==> config.mk <==
export PLATFORM = sky130hd
export DESIGN_NAME = slcr_top
export DESIGN_NICKNAME = d
export VERILOG_FILES = /design/src/slcr_pkg.sv /design/src/slcr_pin_mux.sv /design/src/slcr_ref_path.sv /design/src/slcr_top.sv
export VERILOG_INCLUDE_DIRS = /design/src
export SDC_FILE = /design/constraint.sdc
export NUM_CORES = 1
export LEC_CHECK = 0
export BUFFER_PORTS_ARGS = -buffer_cell sky130_fd_sc_hd__buf_4
export CAP_MARGIN = 20
export CORE_ASPECT_RATIO = 0.8
export CORE_MARGIN = 10
export CORE_UTILIZATION = 45
export CTS_BUF_LIST = sky130_fd_sc_hd__clkbuf_4
export DETAILED_ROUTE_END_ITERATION = 6
export PLACE_DENSITY = 0.75
export SLEW_MARGIN = 15
export SYNTH_ARGS = -nofsm -noshare
export SYNTH_HDL_FRONTEND = slang
export SYNTH_SLANG_ARGS = --single-unit
==> constraint.sdc <==
create_clock -name clk -period 1.7 [get_ports clk]
set_clock_uncertainty 0.1 [all_clocks]
set_input_delay 0.17 -clock clk [delete_from_list [all_inputs] [get_ports clk]]
set_output_delay 0.17 -clock clk [all_outputs]
set_load 0.05 [all_outputs]
==> src/slcr_defs.svh <==
// Purpose: Constants of the synthesizer loop configuration register bank.
// Assumes: 24-bit serial words with the register address in bits 3:0.
// Notes:   Field positions, addresses and reset values only.
`ifndef SLCR_DEFS_SVH
`define SLCR_DEFS_SVH

// Address nibble of each serial word.
`define SLCR_ADDR_MSB        3
`define SLCR_ADDR_LSB        0
`define SLCR_ADDR_LOOP_CFG   4'h9
`define SLCR_ADDR_EXT_FRAC   4'hb
`define SLCR_ADDR_FREQ_WORD  4'h0

// Loop configuration word fields.
`define SLCR_AUTO_PU_BIT     23
`define SLCR_DITHER_MSB      17
`define SLCR_DITHER_LSB      16
`define SLCR_ORDER_MSB       15
`define SLCR_ORDER_LSB       14
`define SLCR_DOUBLER_BIT     12
`define SLCR_REFBUF_BIT      11
`define SLCR_AUXPOL_BIT      10
`define SLCR_MAINPOL_BIT     9
`define SLCR_PRESC_BIT       8
`define SLCR_OUTSEL_MSB      7
`define SLCR_OUTSEL_LSB      4
`define SLCR_FIXED_MASK      24'h7c2000
`define SLCR_FIXED_VALUE     24'h200000

// Extended fraction word fields.
`define SLCR_DEN_MSB         23
`define SLCR_DEN_LSB         14
`define SLCR_NUM_MSB         13
`define SLCR_NUM_LSB         4

// Reset values.
`define SLCR_RST_AUTO_PU     1'h0
`define SLCR_RST_DITHER      2'h2
`define SLCR_RST_ORDER       2'h3
`define SLCR_RST_DOUBLER     1'h0
`define SLCR_RST_REFBUF      1'h0
`define SLCR_RST_AUXPOL      1'h1
`define SLCR_RST_MAINPOL     1'h1
`define SLCR_RST_PRESC       1'h1
`define SLCR_RST_OUTSEL      4'h0
`define SLCR_RST_FRAC        10'h000

`endif

==> src/slcr_pkg.sv <==
// Purpose: Types shared by the loop configuration register bank.
// Assumes: Nothing beyond the constants header.
// Notes:   Enumerations follow the field encodings.
package slcr_pkg;

    typedef enum logic [1:0] {
        SLCR_ORDER4 = 2'h0,
        SLCR_BYPASS = 2'h1,
        SLCR_ORDER2 = 2'h2,
        SLCR_ORDER3 = 2'h3
    } slcr_order_t;

    typedef enum logic [1:0] {
        SLCR_SPUR_SPREAD_SEL_OFF    = 2'h0,
        SLCR_SPUR_SPREAD_SEL_WEAK   = 2'h1,
        SLCR_SPUR_SPREAD_SEL_STRONG = 2'h2,
        SLCR_SPUR_SPREAD_SEL_RSVD   = 2'h3
    } slcr_dither_t;

    typedef enum logic [3:0] {
        SLCR_SEL_HIZ      = 4'h0, SLCR_SEL_HIGH     = 4'h1,
        SLCR_SEL_LOW      = 4'h2, SLCR_SEL_DL_BOTH  = 4'h3,
        SLCR_SEL_DL_MAIN  = 4'h4, SLCR_SEL_DL_AUX   = 4'h5,
        SLCR_SEL_AOD_BOTH = 4'h6, SLCR_SEL_AOD_MAIN = 4'h7,
        SLCR_SEL_AOD_AUX  = 4'h8, SLCR_SEL_APP_BOTH = 4'h9,
        SLCR_SEL_APP_MAIN = 4'ha, SLCR_SEL_APP_AUX  = 4'hb,
        SLCR_SEL_AUX_REF  = 4'hc, SLCR_SEL_AUX_FB   = 4'hd,
        SLCR_SEL_MAIN_REF = 4'he, SLCR_SEL_MAIN_FB  = 4'hf
    } slcr_sel_t;

    typedef struct packed {
        logic         auto_pu;
        slcr_dither_t dither;
        slcr_order_t  order;
        logic         doubler;
        logic         ref_buf;
        logic         aux_pol;
        logic         main_pol;
        logic         presc;
        slcr_sel_t    out_sel;
    } slcr_cfg_t;

    typedef struct packed {
        logic main_dig;
        logic aux_dig;
        logic main_ana;
        logic aux_ana;
    } slcr_lock_t;

    // Index order matches selector codes 12 to 15.
    typedef struct packed {
        logic main_fb;
        logic main_ref;
        logic aux_fb;
        logic aux_ref;
    } slcr_div_t;

endpackage

==> src/slcr_pin_mux.sv <==
// Purpose: Drives the test and lock indication pin from its selector.
// Assumes: Lock levels and divider pulses are synchronous to clk.
// Notes:   Divider copies toggle once per divider output pulse.
`timescale 1ns/1ps
module slcr_pin_mux (
    // Clock and reset.
    input  wire logic               clk,
    input  wire logic               rst,
    // Selector and sources.
    input  wire slcr_pkg::slcr_sel_t sel,
    input  wire slcr_pkg::slcr_lock_t lock,
    input  wire slcr_pkg::slcr_div_t  div_pulse,
    // Pin.
    output logic                    pin_o,
    output logic                    pin_oe
);
    logic [3:0] half_q;
    logic [3:0] half_d;
    logic       pin_o_d;
    logic       pin_oe_d;

    always_comb begin
        half_d = half_q ^ div_pulse;
        pin_o_d  = 1'h0;
        pin_oe_d = 1'h1;
        unique case (sel)
            slcr_pkg::SLCR_SEL_HIZ:      pin_oe_d = 1'h0;
            slcr_pkg::SLCR_SEL_HIGH:     pin_o_d = 1'h1;
            slcr_pkg::SLCR_SEL_LOW:      pin_o_d = 1'h0;
            slcr_pkg::SLCR_SEL_DL_BOTH:
                pin_o_d = lock.main_dig & lock.aux_dig;
            slcr_pkg::SLCR_SEL_DL_MAIN:  pin_o_d = lock.main_dig;
            slcr_pkg::SLCR_SEL_DL_AUX:   pin_o_d = lock.aux_dig;
            // Open drain pulls low while unlocked and floats when locked.
            slcr_pkg::SLCR_SEL_AOD_BOTH:
                pin_oe_d = ~(lock.main_ana & lock.aux_ana);
            slcr_pkg::SLCR_SEL_AOD_MAIN: pin_oe_d = ~lock.main_ana;
            slcr_pkg::SLCR_SEL_AOD_AUX:  pin_oe_d = ~lock.aux_ana;
            slcr_pkg::SLCR_SEL_APP_BOTH:
                pin_o_d = lock.main_ana & lock.aux_ana;
            slcr_pkg::SLCR_SEL_APP_MAIN: pin_o_d = lock.main_ana;
            slcr_pkg::SLCR_SEL_APP_AUX:  pin_o_d = lock.aux_ana;
            slcr_pkg::SLCR_SEL_AUX_REF:  pin_o_d = half_q[0];
            slcr_pkg::SLCR_SEL_AUX_FB:   pin_o_d = half_q[1];
            slcr_pkg::SLCR_SEL_MAIN_REF: pin_o_d = half_q[2];
            slcr_pkg::SLCR_SEL_MAIN_FB:  pin_o_d = half_q[3];
        endcase
    end

    always_ff @(posedge clk or posedge rst) begin
        if (rst) begin
            half_q <= 4'h0;
            pin_o  <= 1'h0;
            pin_oe <= 1'h0;
        end else begin
            half_q <= half_d;
            pin_o  <= pin_o_d;
            pin_oe <= pin_oe_d;
        end
    end
endmodule

==> src/slcr_ref_path.sv <==
// Purpose: Reference buffer output and reference divider feeds.
// Assumes: The reference input is sampled as a synchronous level.
// Notes:   The doubled feed marks both edges of the reference.
`timescale 1ns/1ps
module slcr_ref_path (
    // Clock and reset.
    input  wire logic clk,
    input  wire logic rst,
    // Controls.
    input  wire logic doubler_en,
    input  wire logic buf_en,
    // Reference.
    input  wire logic ref_in,
    output logic      ref_out_o,
    output logic      ref_out_oe,
    output logic      main_ref_feed,
    output logic      aux_ref_feed
);
    logic prev_q;
    logic rise;
    logic fall;

    always_comb begin
        rise = ref_in & ~prev_q;
        fall = ~ref_in & prev_q;
    end

    always_ff @(posedge clk or posedge rst) begin
        if (rst) begin
            prev_q        <= 1'h0;
            ref_out_o     <= 1'h0;
            ref_out_oe    <= 1'h0;
            main_ref_feed <= 1'h0;
            aux_ref_feed  <= 1'h0;
        end else begin
            prev_q        <= ref_in;
            ref_out_o     <= ref_in & buf_en;
            ref_out_oe    <= buf_en;
            main_ref_feed <= rise | (fall & doubler_en);
            aux_ref_feed  <= rise;
        end
    end
endmodule

==> src/slcr_top.sv <==
// Purpose: Loop configuration and extended fraction register bank.
// Assumes: A latched serial word arrives whole with a one-cycle strobe.
// Notes:   Words with other addresses leave these registers unchanged.
//
// Contract
// Selector zero floats the test and lock pin.
// Codes 1 and 2 drive the pin high or low push-pull.
// Codes 3 to 5 drive digital lock: both, main, auxiliary.
// Codes 6 to 8 analog lock open drain; 9 to 11 push-pull.
// Codes 12 to 15 output halved divider outputs in fixed order.
// Prescaler bit 0 selects 8/9, bit 1 selects 16/17.
// Main pump negative at 0, positive at 1, positive by default.
// Auxiliary pump positive at 1, negative at 0; host usually writes 1.
// Buffer bit 0 floats reference output; 1 drives buffered reference.
// Doubler bit 1 feeds the main reference divider twice the rate.
// Order 0 fourth, 2 second, 3 third order modulation.
// Order 1 bypasses the modulator; for test only.
// Dither 0 off, 1 weak, 2 strong, 3 reserved.
// Host should use denominator of at least 1000 with dither.
// With auto power-up set, frequency writes clear both power-downs.
// Auto power-up is suppressed while chip enable is low.
// Extended word bits 23:14 give denominator bits 21:12.
// Extended word bits 13:4 give numerator bits 21:12.
// Configuration fields sit at their fixed bit positions.
// Low nibble addresses the word; 1001 config, 1011 extended.
// Host writes bit 21 as one, bits 22,20,19,18,13 zero.
`timescale 1ns/1ps
`include "slcr_defs.svh"
module slcr_top (
    // Clock and reset.
    input  wire logic                  clk,
    input  wire logic                  rst,
    // Latched serial word.
    input  wire logic [23:0]           word_data,
    input  wire logic                  word_latch,
    // Chip enable pin.
    input  wire logic                  chip_en,
    // Loop status and divider outputs.
    input  wire slcr_pkg::slcr_lock_t  lock,
    input  wire slcr_pkg::slcr_div_t   div_pulse,
    // Reference input.
    input  wire logic                  ref_in,
    // Test and lock indication pin.
    output logic                       test_lock_out_pin_o,
    output logic                       test_lock_out_pin_oe,
    // Reference output pin.
    output logic                       ref_out_pin_o,
    output logic                       ref_out_pin_oe,
    // Reference divider feeds.
    output logic                       main_ref_feed,
    output logic                       aux_ref_feed,
    // Loop controls.
    output logic                       aux_prescaler_16,
    output logic                       main_pump_polarity,
    output logic                       aux_pump_polarity,
    output logic                       ref_doubler_en,
    output logic                       ref_buffer_out_en,
    output slcr_pkg::slcr_order_t      modulator_order_sel,
    output logic                       modulator_bypass,
    output slcr_pkg::slcr_dither_t     spur_spread_sel,
    output logic                       dither_weak,
    output logic                       dither_strong,
    output logic                       auto_powerup_on_write,
    // Power-down clear toward the power control register.
    output logic                       powerdown_clear,
    // Extended fraction.
    output logic [9:0]                 ext_frac_den_hi,
    output logic [9:0]                 ext_frac_num_hi,
    // Write events and fixed-bit status.
    output logic                       loop_config_written,
    output logic                       ext_fraction_written,
    output logic                       fixed_bits_error
);

    function automatic logic [3:0] word_addr(input logic [23:0] w);
        word_addr = w[`SLCR_ADDR_MSB:`SLCR_ADDR_LSB];
    endfunction

    function automatic logic is_write(input logic        latch,
                                      input logic [23:0] w,
                                      input logic [3:0]  addr);
        is_write = latch & (word_addr(w) == addr);
    endfunction

    function automatic slcr_pkg::slcr_cfg_t cfg_reset();
        slcr_pkg::slcr_cfg_t c;
        c.auto_pu  = `SLCR_RST_AUTO_PU;
        c.dither   = slcr_pkg::slcr_dither_t'(`SLCR_RST_DITHER);
        c.order    = slcr_pkg::slcr_order_t'(`SLCR_RST_ORDER);
        c.doubler  = `SLCR_RST_DOUBLER;
        c.ref_buf  = `SLCR_RST_REFBUF;
        c.aux_pol  = `SLCR_RST_AUXPOL;
        c.main_pol = `SLCR_RST_MAINPOL;
        c.presc    = `SLCR_RST_PRESC;
        c.out_sel  = slcr_pkg::slcr_sel_t'(`SLCR_RST_OUTSEL);
        cfg_reset = c;
    endfunction

    slcr_pkg::slcr_cfg_t cfg_q;
    slcr_pkg::slcr_cfg_t cfg_d;
    logic [9:0]          den_q;
    logic [9:0]          den_d;
    logic [9:0]          num_q;
    logic [9:0]          num_d;
    logic                fixed_err_q;
    logic                fixed_err_d;

    logic                pd_clear_q;
    logic                pd_clear_d;
    logic                cfg_wr_q;
    logic                cfg_wr_d;
    logic                ext_wr_q;
    logic                ext_wr_d;

    logic                wr_cfg;
    logic                wr_ext;
    logic                wr_freq;

    always_comb begin
        wr_cfg  = is_write(word_latch, word_data, `SLCR_ADDR_LOOP_CFG);
        wr_ext  = is_write(word_latch, word_data, `SLCR_ADDR_EXT_FRAC);
        wr_freq = is_write(word_latch, word_data, `SLCR_ADDR_FREQ_WORD);
    end

    always_comb begin
        cfg_d       = cfg_q;
        den_d       = den_q;
        num_d       = num_q;
        fixed_err_d = fixed_err_q;
        if (wr_cfg) begin
            cfg_d.auto_pu  = word_data[`SLCR_AUTO_PU_BIT];
            cfg_d.dither   = slcr_pkg::slcr_dither_t'(
                word_data[`SLCR_DITHER_MSB:`SLCR_DITHER_LSB]);
            cfg_d.order    = slcr_pkg::slcr_order_t'(
                word_data[`SLCR_ORDER_MSB:`SLCR_ORDER_LSB]);
            cfg_d.doubler  = word_data[`SLCR_DOUBLER_BIT];
            cfg_d.ref_buf  = word_data[`SLCR_REFBUF_BIT];
            cfg_d.aux_pol  = word_data[`SLCR_AUXPOL_BIT];
            cfg_d.main_pol = word_data[`SLCR_MAINPOL_BIT];
            cfg_d.presc    = word_data[`SLCR_PRESC_BIT];
            cfg_d.out_sel  = slcr_pkg::slcr_sel_t'(
                word_data[`SLCR_OUTSEL_MSB:`SLCR_OUTSEL_LSB]);
            // Flags a word whose fixed bits the host got wrong.
            fixed_err_d = (word_data & `SLCR_FIXED_MASK)
                          != `SLCR_FIXED_VALUE;
        end
        if (wr_ext) begin
            den_d = word_data[`SLCR_DEN_MSB:`SLCR_DEN_LSB];
            num_d = word_data[`SLCR_NUM_MSB:`SLCR_NUM_LSB];
        end
    end

    always_comb begin
        // The setting in force when the frequency word lands decides.
        pd_clear_d = wr_freq & cfg_q.auto_pu & chip_en;
        cfg_wr_d   = wr_cfg;
        ext_wr_d   = wr_ext;
    end

    always_ff @(posedge clk or posedge rst) begin
        if (rst) begin
            cfg_q       <= cfg_reset();
            den_q       <= `SLCR_RST_FRAC;
            num_q       <= `SLCR_RST_FRAC;
            fixed_err_q <= 1'h0;
        end else begin
            cfg_q       <= cfg_d;
            den_q       <= den_d;
            num_q       <= num_d;
            fixed_err_q <= fixed_err_d;
        end
    end

    always_ff @(posedge clk or posedge rst) begin
        if (rst) begin
            pd_clear_q <= 1'h0;
            cfg_wr_q   <= 1'h0;
            ext_wr_q   <= 1'h0;
        end else begin
            pd_clear_q <= pd_clear_d;
            cfg_wr_q   <= cfg_wr_d;
            ext_wr_q   <= ext_wr_d;
        end
    end

    always_comb begin
        aux_prescaler_16      = cfg_q.presc;
        main_pump_polarity    = cfg_q.main_pol;
        aux_pump_polarity     = cfg_q.aux_pol;
        ref_doubler_en        = cfg_q.doubler;
        ref_buffer_out_en     = cfg_q.ref_buf;
        modulator_order_sel   = cfg_q.order;
        modulator_bypass      = cfg_q.order == slcr_pkg::SLCR_BYPASS;
        spur_spread_sel       = cfg_q.dither;
        // The reserved dither code leaves both strengths off.
        dither_weak   = cfg_q.dither == slcr_pkg::SLCR_SPUR_SPREAD_SEL_WEAK;
        dither_strong = cfg_q.dither == slcr_pkg::SLCR_SPUR_SPREAD_SEL_STRONG;
        auto_powerup_on_write = cfg_q.auto_pu;
        powerdown_clear       = pd_clear_q;
        ext_frac_den_hi       = den_q;
        ext_frac_num_hi       = num_q;
        loop_config_written   = cfg_wr_q;
        ext_fraction_written  = ext_wr_q;
        fixed_bits_error      = fixed_err_q;
    end

    slcr_pin_mux u_pin_mux (
        .clk       (clk),
        .rst       (rst),
        .sel       (cfg_q.out_sel),
        .lock      (lock),
        .div_pulse (div_pulse),
        .pin_o     (test_lock_out_pin_o),
        .pin_oe    (test_lock_out_pin_oe)
    );

    slcr_ref_path u_ref_path (
        .clk           (clk),
        .rst           (rst),
        .doubler_en    (cfg_q.doubler),
        .buf_en        (cfg_q.ref_buf),
        .ref_in        (ref_in),
        .ref_out_o     (ref_out_pin_o),
        .ref_out_oe    (ref_out_pin_oe),
        .main_ref_feed (main_ref_feed),
        .aux_ref_feed  (aux_ref_feed)
    );

endmodule

Word level (Yosys, flattened, before mapping) --
Index checks and enable logic that the tools add are counted.
Word-level totals: register bits after elaboration 49, bits of input ports 37, output and inout bits 43
Operators by class: equality and inequality tests 20, mux-type cells 2, bitwise logic cells 18, reduce and logical (&&, ||, !) cells 2
Operator list (number):
- == test 4 bit, second input constant | 10
- == test 4 x 3 -> 1 bit, second input constant | 4
- bitwise AND 1 bit | 11
- one-hot mux 1 bit (11 select lines) | 1
- zero test 4 bit | 2
- != test 6 x 5 -> 1 bit, second input constant | 1
- NOT 1 bit | 5
- == test 2 x 1 -> 1 bit, second input constant | 2
- == test 4 x 1 -> 1 bit, second input constant | 1
- == test 4 x 2 -> 1 bit, second input constant | 1
- one-hot mux 1 bit (4 select lines) | 1
- XOR 4 bit | 1
- == test 2 bit, second input constant | 1
- bitwise OR 1 bit | 1

Longest topological paths before layout --
Gate-level depths: netlist (run 1).
depth after elaboration 4, depth in mapped cells 5, depth with buffers taken out 3

By module --
A second synthesis (run 1) with hierarchy kept.
Second synthesis, totals: cell total of the unflattened synthesis 138, area total of the unflattened synthesis 2053.2 sq um
Modules (own cells, without submodules):
- slcr_top | times used 1, cells an instance 93, area an instance 1539.0 sq um
- slcr_pin_mux | times used 1, cells an instance 35, area an instance 352.8 sq um
- slcr_ref_path | times used 1, cells an instance 10, area an instance 161.4 sq um

Worst setup path before layout (run 1) --
Ideal clock, no wire load.
path kind reg2out, start register cfg_q, in the netlist spur_spread_sel[1], end output port dither_strong, arrival time 1.245 ns, data required time 1.430 ns, setup slack 0.185 ns, stages on the path, launching flop included 2, buffers on the path 0, path through dfstp_2 > nor2b_1
Between the ends: longest elaborated chain between the ends 1
Ends and longest elaborated chain:
- start, declared | line slcr_top.sv:99 | slcr_pkg::slcr_cfg_t cfg_q;
- start signal, assigned | line slcr_top.sv:162 | cfg_q <= cfg_reset();
- start signal, assigned | line slcr_top.sv:167 | cfg_q <= cfg_d;
- == test 2 bit | line slcr_top.sv:197 | dither_strong = cfg_q.dither == slcr_pkg::SLCR_SPUR_SPREAD_SEL_STRONG;
- end, declared | line slcr_top.sv:62 | output logic dither_strong,
No other way between the ends.

Worst setup path in the final report (run 1) --
Same ends and word-level chain as after synthesis.

==> summary.txt, run 1 <==
hold path depth - 4
period utilization - 0.899
Area after DPL - 0.00267 mm²
I/O pins - 80
slowest stage cell, crit path - dfstp_2
endpoints failing setup - 0
routed vias/inst - 4.83
Critical Path AT - 1.26 ns
Setup Buffers After CTS - 0
maximum fanout along the worst path - 4
Clk pwr share - 0.134
Slew @ Worst Pin - 0.480 ns
Syn-to-layout area delta - 47.9%
Yosys reg bits - 49
ANT cells - 0
routability cong. - 0.780
clk_lat worst skew - 0.34 ns
most frequent cells in the layout - 79 x buf_4, 43 x dfrtp_1, 28 x dlygate4sd3_1
leading area contributor after synthesis - dfrtp_1
CTS tree - yes
Peak Freq - 655 MHz
RSZ-0062 raised after global routing - false
wire per inst - 16.7 µm
Worst Path Class, Setup - reg2out
YS warnings - 0
hold path start - lock[3]
crit end category - output pin
hold buffers post-CTS - 28
status - finished clean
data required time of the worst path - 1.43 ns
Gate Count Post-Synth - 137
Sw Share - 0.410
worst-path cell chain - nor2b_1 -> buf_4
most used flip-flop cell after synthesis - dfrtp_1
Resized Gates After CTS - 0
ranking of synthesized cells by area - dfrtp_1 53%, mux2_2 14%, dfstp_2 7.7%
Netlist Area Pre-Place - 0.00204 mm²
setup TNS - 0 ns
pwr/cell area - 1290 mW/mm²
Netlist cell types - 32
r2r setup slk - 0.21 ns
Leakage - 1.45 nW
ys async rst share - 1.00
Hold WC Path Type - in2reg
layout cells sized above 1 - 0.545
post-route cell area - 0.00301 mm²
Starting Density - 0.475
detailed placement HPWL - 3540 µm
initial drt markers - 46
Nets - 280
DR DRC count - 0
initial antenna violation count - 0
worst r2r path cells - 3
Antenna Nets Post-Route - 0
worst r2r src - cfg_q[1]
CTS Buf Count - 5
share of power burned in registers - 0.430
GRT Overall Usage - 0.137
Int Power - 0.00228 W
# rows - 21
number of synthesized flops with an enable pin - 0
max-slew violations - 0
clock buffer depth - 2
die area - 0.00763 mm²
syn nets - 174
1st-pass router iterations - 4
CP startpoint kind - register
max-cap violation count - 0
VDD IR max - 764 µV
# H-tree levels - 2
I/O Buffers - 79
crit path time final - 1.53 ns
Final Hold Fails - 0
total global routing overflow - 0
sequential area share after synthesis - 0.606
sw power - 0.00159 W
most common cell after layout, fill and taps aside - buf_4
clk sinks - 49
Total Wirelength - 5030 µm
R2R Path End - u_pin_mux.pin_o
die width - 95.2 µm
largest net degree at the start of global routing - 50
Max-slew headroom - 0.672
core area - 0.00428 mm²
syn avg cell area - 14.9 µm²
post-synth top area share - 0.529
CP max stage delay - 0.58 ns
Worst Hold Path EP - u_pin_mux.pin_o
Vias - 1454
Logic pwr share - 0.436
Die Height - 80.2 µm
Worst-path clk slew - 0.12 ns
root buffer cell - clkbuf_4
Power Total - 0.00387 W
vias in the first global route - 1634
first-pass GRT wire length - 8380 µm
==> worst max-delay path by stage <==
stage                        from              end  slack [ns]  cells after the start
6_report       spur_spread_sel[1]    dither_strong        0.17                      2
5_1_grt                  cfg_q[1]  u_pin_mux.pin_o         0.1                      3
2_1_floorplan  spur_spread_sel[1]    dither_strong        0.18                      1
3_3_place_gp             cfg_q[1]  u_pin_mux.pin_o        0.27                      3
4_1_cts        spur_spread_sel[1]    dither_strong        0.14                      2
3_5_place_dp             cfg_q[1]  u_pin_mux.pin_o        0.22                      3
==> registers in the layout (all words and copies together), names as in the netlist, 2 cells and up <==
signal and cells:
ext_frac_den_hi 10, u_pin_mux.half_q 4, spur_spread_sel 2, cfg_q 4, modulator_order_sel 2, ext_frac_num_hi 10
==> cell usage after synthesis (all sizes together) (2+ instances only) <==
cell / count
buf: 11
dfrtp: 43
dfstp: 6
inv: 3
mux2: 35
mux2i: 3
nand2: 3
nand2b: 3
nand3: 2
nand3b: 2
nor2: 2
nor2b: 5
nor4: 2
xor2: 4
==> stage by stage <==
stage | worst slack, ns | cells | hold WS (ns) | utilization
global route | 0.0978 | 301 | 0.0924 | 0.703
finish | 0.172 | 301 | 0.0953 | 0.703
CTS | 0.144 | 301 | 0.0792 | 0.703
global placement | 0.273 | 265 | 0.134 | 0.624
detailed placement | 0.216 | 265 | 0.139 | 0.624
floorplan | 0.185 | 137 | 0.101 | -
==> critical path, delay by kind of cell (launching register included) <==
kind | cells | cell delay [ns]
buffers and inverters | 1 | 0.21
DFF | 1 | 0.58
and+or+nand+nor | 1 | 0.14
==> cell families after synthesis <==
kind of cell           count (synthesis)  synth area share
buffers and inverters                 14            0.0479
AO/OA/AOI/OAI                          6            0.0221
XOR/XNOR                               4            0.0172
AND/OR/NAND/NOR                       26            0.0817
flip-flops                            49             0.606
multiplexers                          38             0.225
==> final cells by class <==
class	instances	area, µm²
clock buffers	7	52.6
clock inverters	1	3.75
fillers	305	1270
inverters	3	11.3
multi-input cells	74	704
flip-flops and latches	49	1230
well taps	57	71.3
repair buffers	110	933
==> power groups by stage <==
stage,logic (W),registers (W),clock network [W]
4_1_cts,0.00171,0.00167,0.000540
5_1_grt,0.00178,0.00171,0.000586
6_report,0.00169,0.00167,0.000518
3_3_place_gp,0.00163,0.00167,0
3_5_place_dp,0.00165,0.00169,0
2_1_floorplan,0.000561,0.00226,0
==> layer usage <==
layer | GRT usage | up-vias | share of wire
met4 | 0.0313 | 0 | 0.014
met2 | 0.241 | 45 | 0.52
met3 | 0.0595 | 6 | 0.096
li1 | - | 686 | -
met5 | 0 | - | 0
met1 | 0.149 | 717 | 0.37
Power figures use the tool's default switching activity.
==> inputs of run 2 (changes only) <==
- ABC_AREA: default -> 1
- GPL_TIMING_DRIVEN: default -> 0
- MAX_ROUTING_LAYER: default -> met4
- PLACE_DENSITY: 0.75 -> 0.74
==> run 2 against run 1 <==
Global-route usage grew 1.7 points; combinational power shrank 4%; sequential power shrank 4%; via count grew 24%; first-iteration DRC count grew 65%; non-clock buffer count grew 13; area after synthesis grew 2.6%; clock power grew 1%; fmax shrank 1.9%; worst setup slack lost 0.029 ns; final cell count grew 34%; utilization shrank 1.1 points; critical path type unchanged.
==> summary.txt, run 2 <==
Int Power - 0.00216 W
leading area contributor after synthesis - dfrtp_1
I/O Buffers - 79
RSZ-0062 raised after global routing - false
Starting Density - 0.460
status - finished clean
worst-path cell chain - inv_1 -> nor2_1 -> buf_4
data required time of the worst path - 1.43 ns
Max-slew headroom - 0.647
clock buffer depth - 2
Logic pwr share - 0.431
post-synth top area share - 0.515
final design utilization - 0.692
crit end category - output pin
Slew @ Worst Pin - 0.529 ns
CP max stage delay - 0.58 ns
most common cell after layout, fill and taps aside - buf_4
Peak Freq - 642 MHz
max-cap violation count - 0
die width - 96.2 µm
initial antenna violation count - 0
CP startpoint kind - register
# H-tree levels - 2
Critical Path AT - 1.29 ns
most frequent cells in the layout - 83 x buf_4, 64 x nand2_1, 43 x dfrtp_1
Clk pwr share - 0.140
syn avg cell area - 9.32 µm²
die area - 0.00778 mm²
Worst Path Class, Setup - reg2out
Power Total - 0.00375 W
Sw Share - 0.425
Syn-to-layout area delta - 50.5%
detailed placement HPWL - 4130 µm
Crit path buffers/inverters - 2
slowest stage cell, crit path - dfstp_2
hold buffers post-CTS - 31
pwr/cell area - 1190 mW/mm²
Area after DPL - 0.00278 mm²
crit path time final - 1.56 ns
I/O pins - 80
1st-pass router iterations - 4
multi-input logic area - 648 µm²
Total Wirelength - 5690 µm
layout cells sized above 1 - 0.353
clk_lat worst skew - 0.34 ns
core area - 0.00454 mm²
CTS Buf Count - 5
VDD IR max - 641 µV
Die Height - 80.9 µm
final cell count without fillers - 403
most used flip-flop cell after synthesis - dfrtp_1
Antenna Nets Post-Route - 0
Yosys reg bits - 49
share of power burned in registers - 0.429
hold path depth - 3
largest net degree at the start of global routing - 26
Gate Count Post-Synth - 224
initial drt markers - 76
sequential area share after synthesis - 0.591
CP delay by family, top - flip-flops
first-pass GRT wire length - 9170 µm
max-slew violations - 0
ranking of synthesized cells by area - dfrtp_1 52%, nand2_1 12%, dfstp_2 7.5%
CTS tree - yes
Netlist cell types - 19
Worst-path clk slew - 0.13 ns
Netlist Area Pre-Place - 0.00209 mm²
wire per inst - 14.1 µm
post-route cell area - 0.00314 mm²
ANT cells - 0
WP depth - 3
most common library cells after synthesis - 64 x nand2_1, 43 x dfrtp_1, 29 x inv_1
vias in the first global route - 1849
syn nets - 261
Leakage - 1.68 nW
endpoints failing setup - 0
# rows - 22
routed vias/inst - 4.46
routability cong. - 0.753
Setup Buffers After CTS - 0
number of synthesized flops with an enable pin - 0
clk sinks - 49
FF+latch area - 0.00123 mm²
DR DRC count - 0
ys async rst share - 1.00
YS warnings - 0
sw power - 0.00160 W
GRT Overall Usage - 0.154
Placed Cells - 364
Final Hold Fails - 0
period utilization - 0.916
worst r2r path cells - 4
count leader, synth - nand2_1
filler instances - 380
Hold WC Path Type - in2reg
root buffer cell - clkbuf_4
Resized Gates After CTS - 0
Vias - 1796
total global routing overflow - 0
maximum fanout along the worst path - 4
Nets - 379
-- run 2: cell count changes in the layout (fill, tap and decap cells not counted), moves of 8 or more --
cell / before / now
nand2_1: 3 / 64
inv_1: 2 / 28
mux2_2: 26 / 0
o21ai_0: 0 / 18
o21ai_2: 0 / 15
nor2_1: 2 / 15
mux2_4: 9 / 0
nand3_1: 2 / 10
-- run 2: metal layers --
| metal | vias to the layer above | track usage | part of all wire | wire (µm) |
|---|---|---|---|---|
| li1 | 927 | - | - | - |
| met1 | 817 | 0.195 | 0.44 | 2480 |
| met2 | 50 | 0.244 | 0.49 | 2790 |
| met3 | 2 | 0.0387 | 0.068 | 387 |
| met4 | 0 | 0.0309 | 0.0056 | 32 |
| met5 | - | - | 0 | 0 |
-- run 2: logic make-up (layout without fill, tap and decap cells) --
family          count (synthesis)  in the layout  synth area share
compound gates                 34             34             0.109
buf+inv                        42            161            0.0989
xor+xnor                        4              4            0.0168
flops                          49             49             0.591
simple gates                   95             95             0.185
-- run 2: metrics by stage --
step	setup WS, ns	hold slack [ns]	TNS (ns)
finish	0.143	0.0224	0
global route	0.0756	0.00725	0
CTS	0.133	0.00728	0
detailed placement	0.379	0.145	0
global placement	-0.379	0.205	-16.22
floorplan	0.222	0.101	0
-- run 2: worst paths after layout --
check | slack (ns) | start | end
max | 0.14 | spur_spread_sel[1] | dither_strong
min | 0.02 | lock[0] | u_pin_mux.pin_oe
max reg2reg | 0.39 | cfg_q[1] | u_pin_mux.pin_oe
min reg2reg | 0.36 | ref_buffer_out_en | u_ref_path.ref_out_oe
max in group asynchronous | 0.60 | rst | aux_prescaler_16
min in group asynchronous | 0.30 | rst | spur_spread_sel[0]
-- run 2: power groups by stage --
stage	clock network (W)	registers (W)	logic, W
after detailed placement	0	0.00163	0.00157
after global routing	0.000580	0.00164	0.00173
after global placement	0	0.00162	0.00154
after CTS	0.000541	0.00161	0.00163
final	0.000525	0.00161	0.00162
after floorplan	0	0.00217	0.000500
-- run 2: worst register-to-register path, stage by stage (launching register included) --
cell and delay [ns]:
dfrtp_1 0.38, buf_2 0.18, nor2_1 0.26, o22ai_1 0.13
nand3b_1 0.16
-- run 2: layout make-up --
| type | instances | share of cell area |
|---|---|---|
| buffer | 12 | 0.0299 |
| clock buffer | 6 | 0.0143 |
| clock inverter | 2 | 0.00358 |
| inverter | 30 | 0.0358 |
| multi-input combinational | 133 | 0.206 |
| sequential | 49 | 0.393 |
| tap | 60 | 0.0239 |
| timing repair buffer | 111 | 0.294 |
==> inputs of run 3 (changes only) <==
- ABC_AREA: 1 -> default
- CORE_MARGIN: 10 -> default
- PLACE_DENSITY: 0.74 -> 0.75
- REMOVE_ABC_BUFFERS: default -> 1
==> run 3 against run 2 <==
Flip-flop and latch count stayed put; via count fell by 18%; register-to-register slack got worse by 0.25 ns; critical path type is now in2reg; sequential share of layout area is 2.0 points higher; worst hold slack better by 0.047 ns; non-clock buffer count is 14 lower; power rose by 3.9%; highest routed layer unchanged.
==> summary.txt, run 3 (synthesis results as in run 1) <==
status - finished clean
period utilization - 0.944
DR DRC count - 0
Antenna Nets Post-Route - 0
Final Hold Fails - 0
endpoints failing setup - 0
Nets - 279
filler instances - 321
Hold WC Path Type - in2reg
first-pass GRT wire length - 7510 µm
Setup Buffers After CTS - 0
most common cell after layout, fill and taps aside - buf_4
max layer used - met4
root buffer cell - clkbuf_4
die width - 77.2 µm
GRT Overall Usage - 0.215
metal3 WL - 266 µm
pwr/cell area - 1300 mW/mm²
Worst Path Class, Setup - in2reg
setup TNS - 0 ns
ANT cells - 0
Leakage - 1.45 nW
Slew @ Worst Pin - 1.06 ns
initial drt markers - 71
vias in the first global route - 1559
# H-tree levels - 2
largest net degree at the start of global routing - 36
Total Wirelength - 4540 µm
total global routing overflow - 0
1st-pass router iterations - 4
clock buffer depth - 2
Resized Gates After CTS - 0
Peak Freq - 623 MHz
CP startpoint kind - input pin
Power Total - 0.00390 W
core area - 0.00426 mm²
I/O pins - 80
Syn-to-layout area delta - 46.8%
CTS Buf Count - 5
Worst-path clk slew - 0.12 ns
RSZ-0062 raised after global routing - false
CTS tree - yes
layout cells sized above 1 - 0.547
Max-slew headroom - 0.295
Hold WS - 0.0692 ns
met2 WL post-DR - 2290 µm
Met1 Wirelength - 1860 µm
max-cap violation count - 0
final cell count without fillers - 300
max-slew violations - 0
Critical Path AT - 1.75 ns
clk_lat worst skew - 0.36 ns
crit end category - register
routability cong. - 0.804
I/O Buffers - 79
VDD IR max - 956 µV
hold buffers post-CTS - 28
data required time of the worst path - 1.85 ns
Placed Cells - 264
routed vias/inst - 4.93
Starting Density - 0.478
worst r2r path cells - 3
# rows - 21
Vias - 1479
Die Height - 62.2 µm
crit path time final - 1.60 ns
initial antenna violation count - 0
maximum fanout along the worst path - 16
clk sinks - 49
wire per inst - 15.1 µm
die area - 0.00480 mm²
hold path depth - 4
detailed placement HPWL - 2970 µm
most frequent cells in the layout - 79 x buf_4, 43 x dfrtp_1, 28 x dlygate4sd3_1
run 3: path summary, 6_finish.rpt:
| check | startpoint | slack (ns) | to |
|---|---|---|---|
| worst min-delay path | lock[3] | 0.07 | u_pin_mux.pin_o |
| min in group asynchronous | rst | 0.21 | ext_frac_den_hi[3] |
| max in group asynchronous | rst | 0.75 | main_pump_polarity |
| worst max-delay path | word_data[2] | 0.1 | cfg_q[2] |
| worst min register to register | ref_buffer_out_en | 0.35 | u_ref_path.ref_out_oe |
| worst max register to register | cfg_q[1] | 0.14 | u_pin_mux.pin_o |
run 3: power breakdown:
| part | total, W | switching [W] | internal [W] |
|---|---|---|---|
| Clock | 0.000552 | 0.000338 | 0.000213 |
| Sequential | 0.00166 | 0.000204 | 0.00146 |
| Combinational | 0.00168 | 0.00105 | 0.000631 |
| Total | 0.00390 | 0.00159 | 0.00230 |
run 3: area by class of cell:
class / instances / area, µm² / share of cell area
Sequential cell: 49 / 1230 / 0.413
Inverter: 3 / 11.3 / 0.00377
Tap cell: 57 / 71.3 / 0.0239
Multi-Input combinational cell: 74 / 704 / 0.236
Clock buffer: 8 / 60.1 / 0.0201
Timing Repair Buffer: 109 / 908 / 0.304
run 3: stage by stage:
stage,area [µm²],setup WS [ns],util
after floorplan,1950,-0.0251,-
after global placement,2610,-0.494,0.614
after detailed placement,2650,-0.265,0.622
after CTS,2990,0.129,0.702
after global routing,2990,0.0620,0.702
final,2990,0.0952,0.702
run 3: critical path, cell delays in order:
cell and delay (ns):
buf_4 0.12, nor2b_4 0.12, and4b_1 0.91, mux2_2 0.42
run 3: per-layer routing:
layer  track usage  up-vias
met4         0.111        0
met3        0.0500       12
met5             -        -
met1         0.234      710
met2         0.366       75
li1              -      682
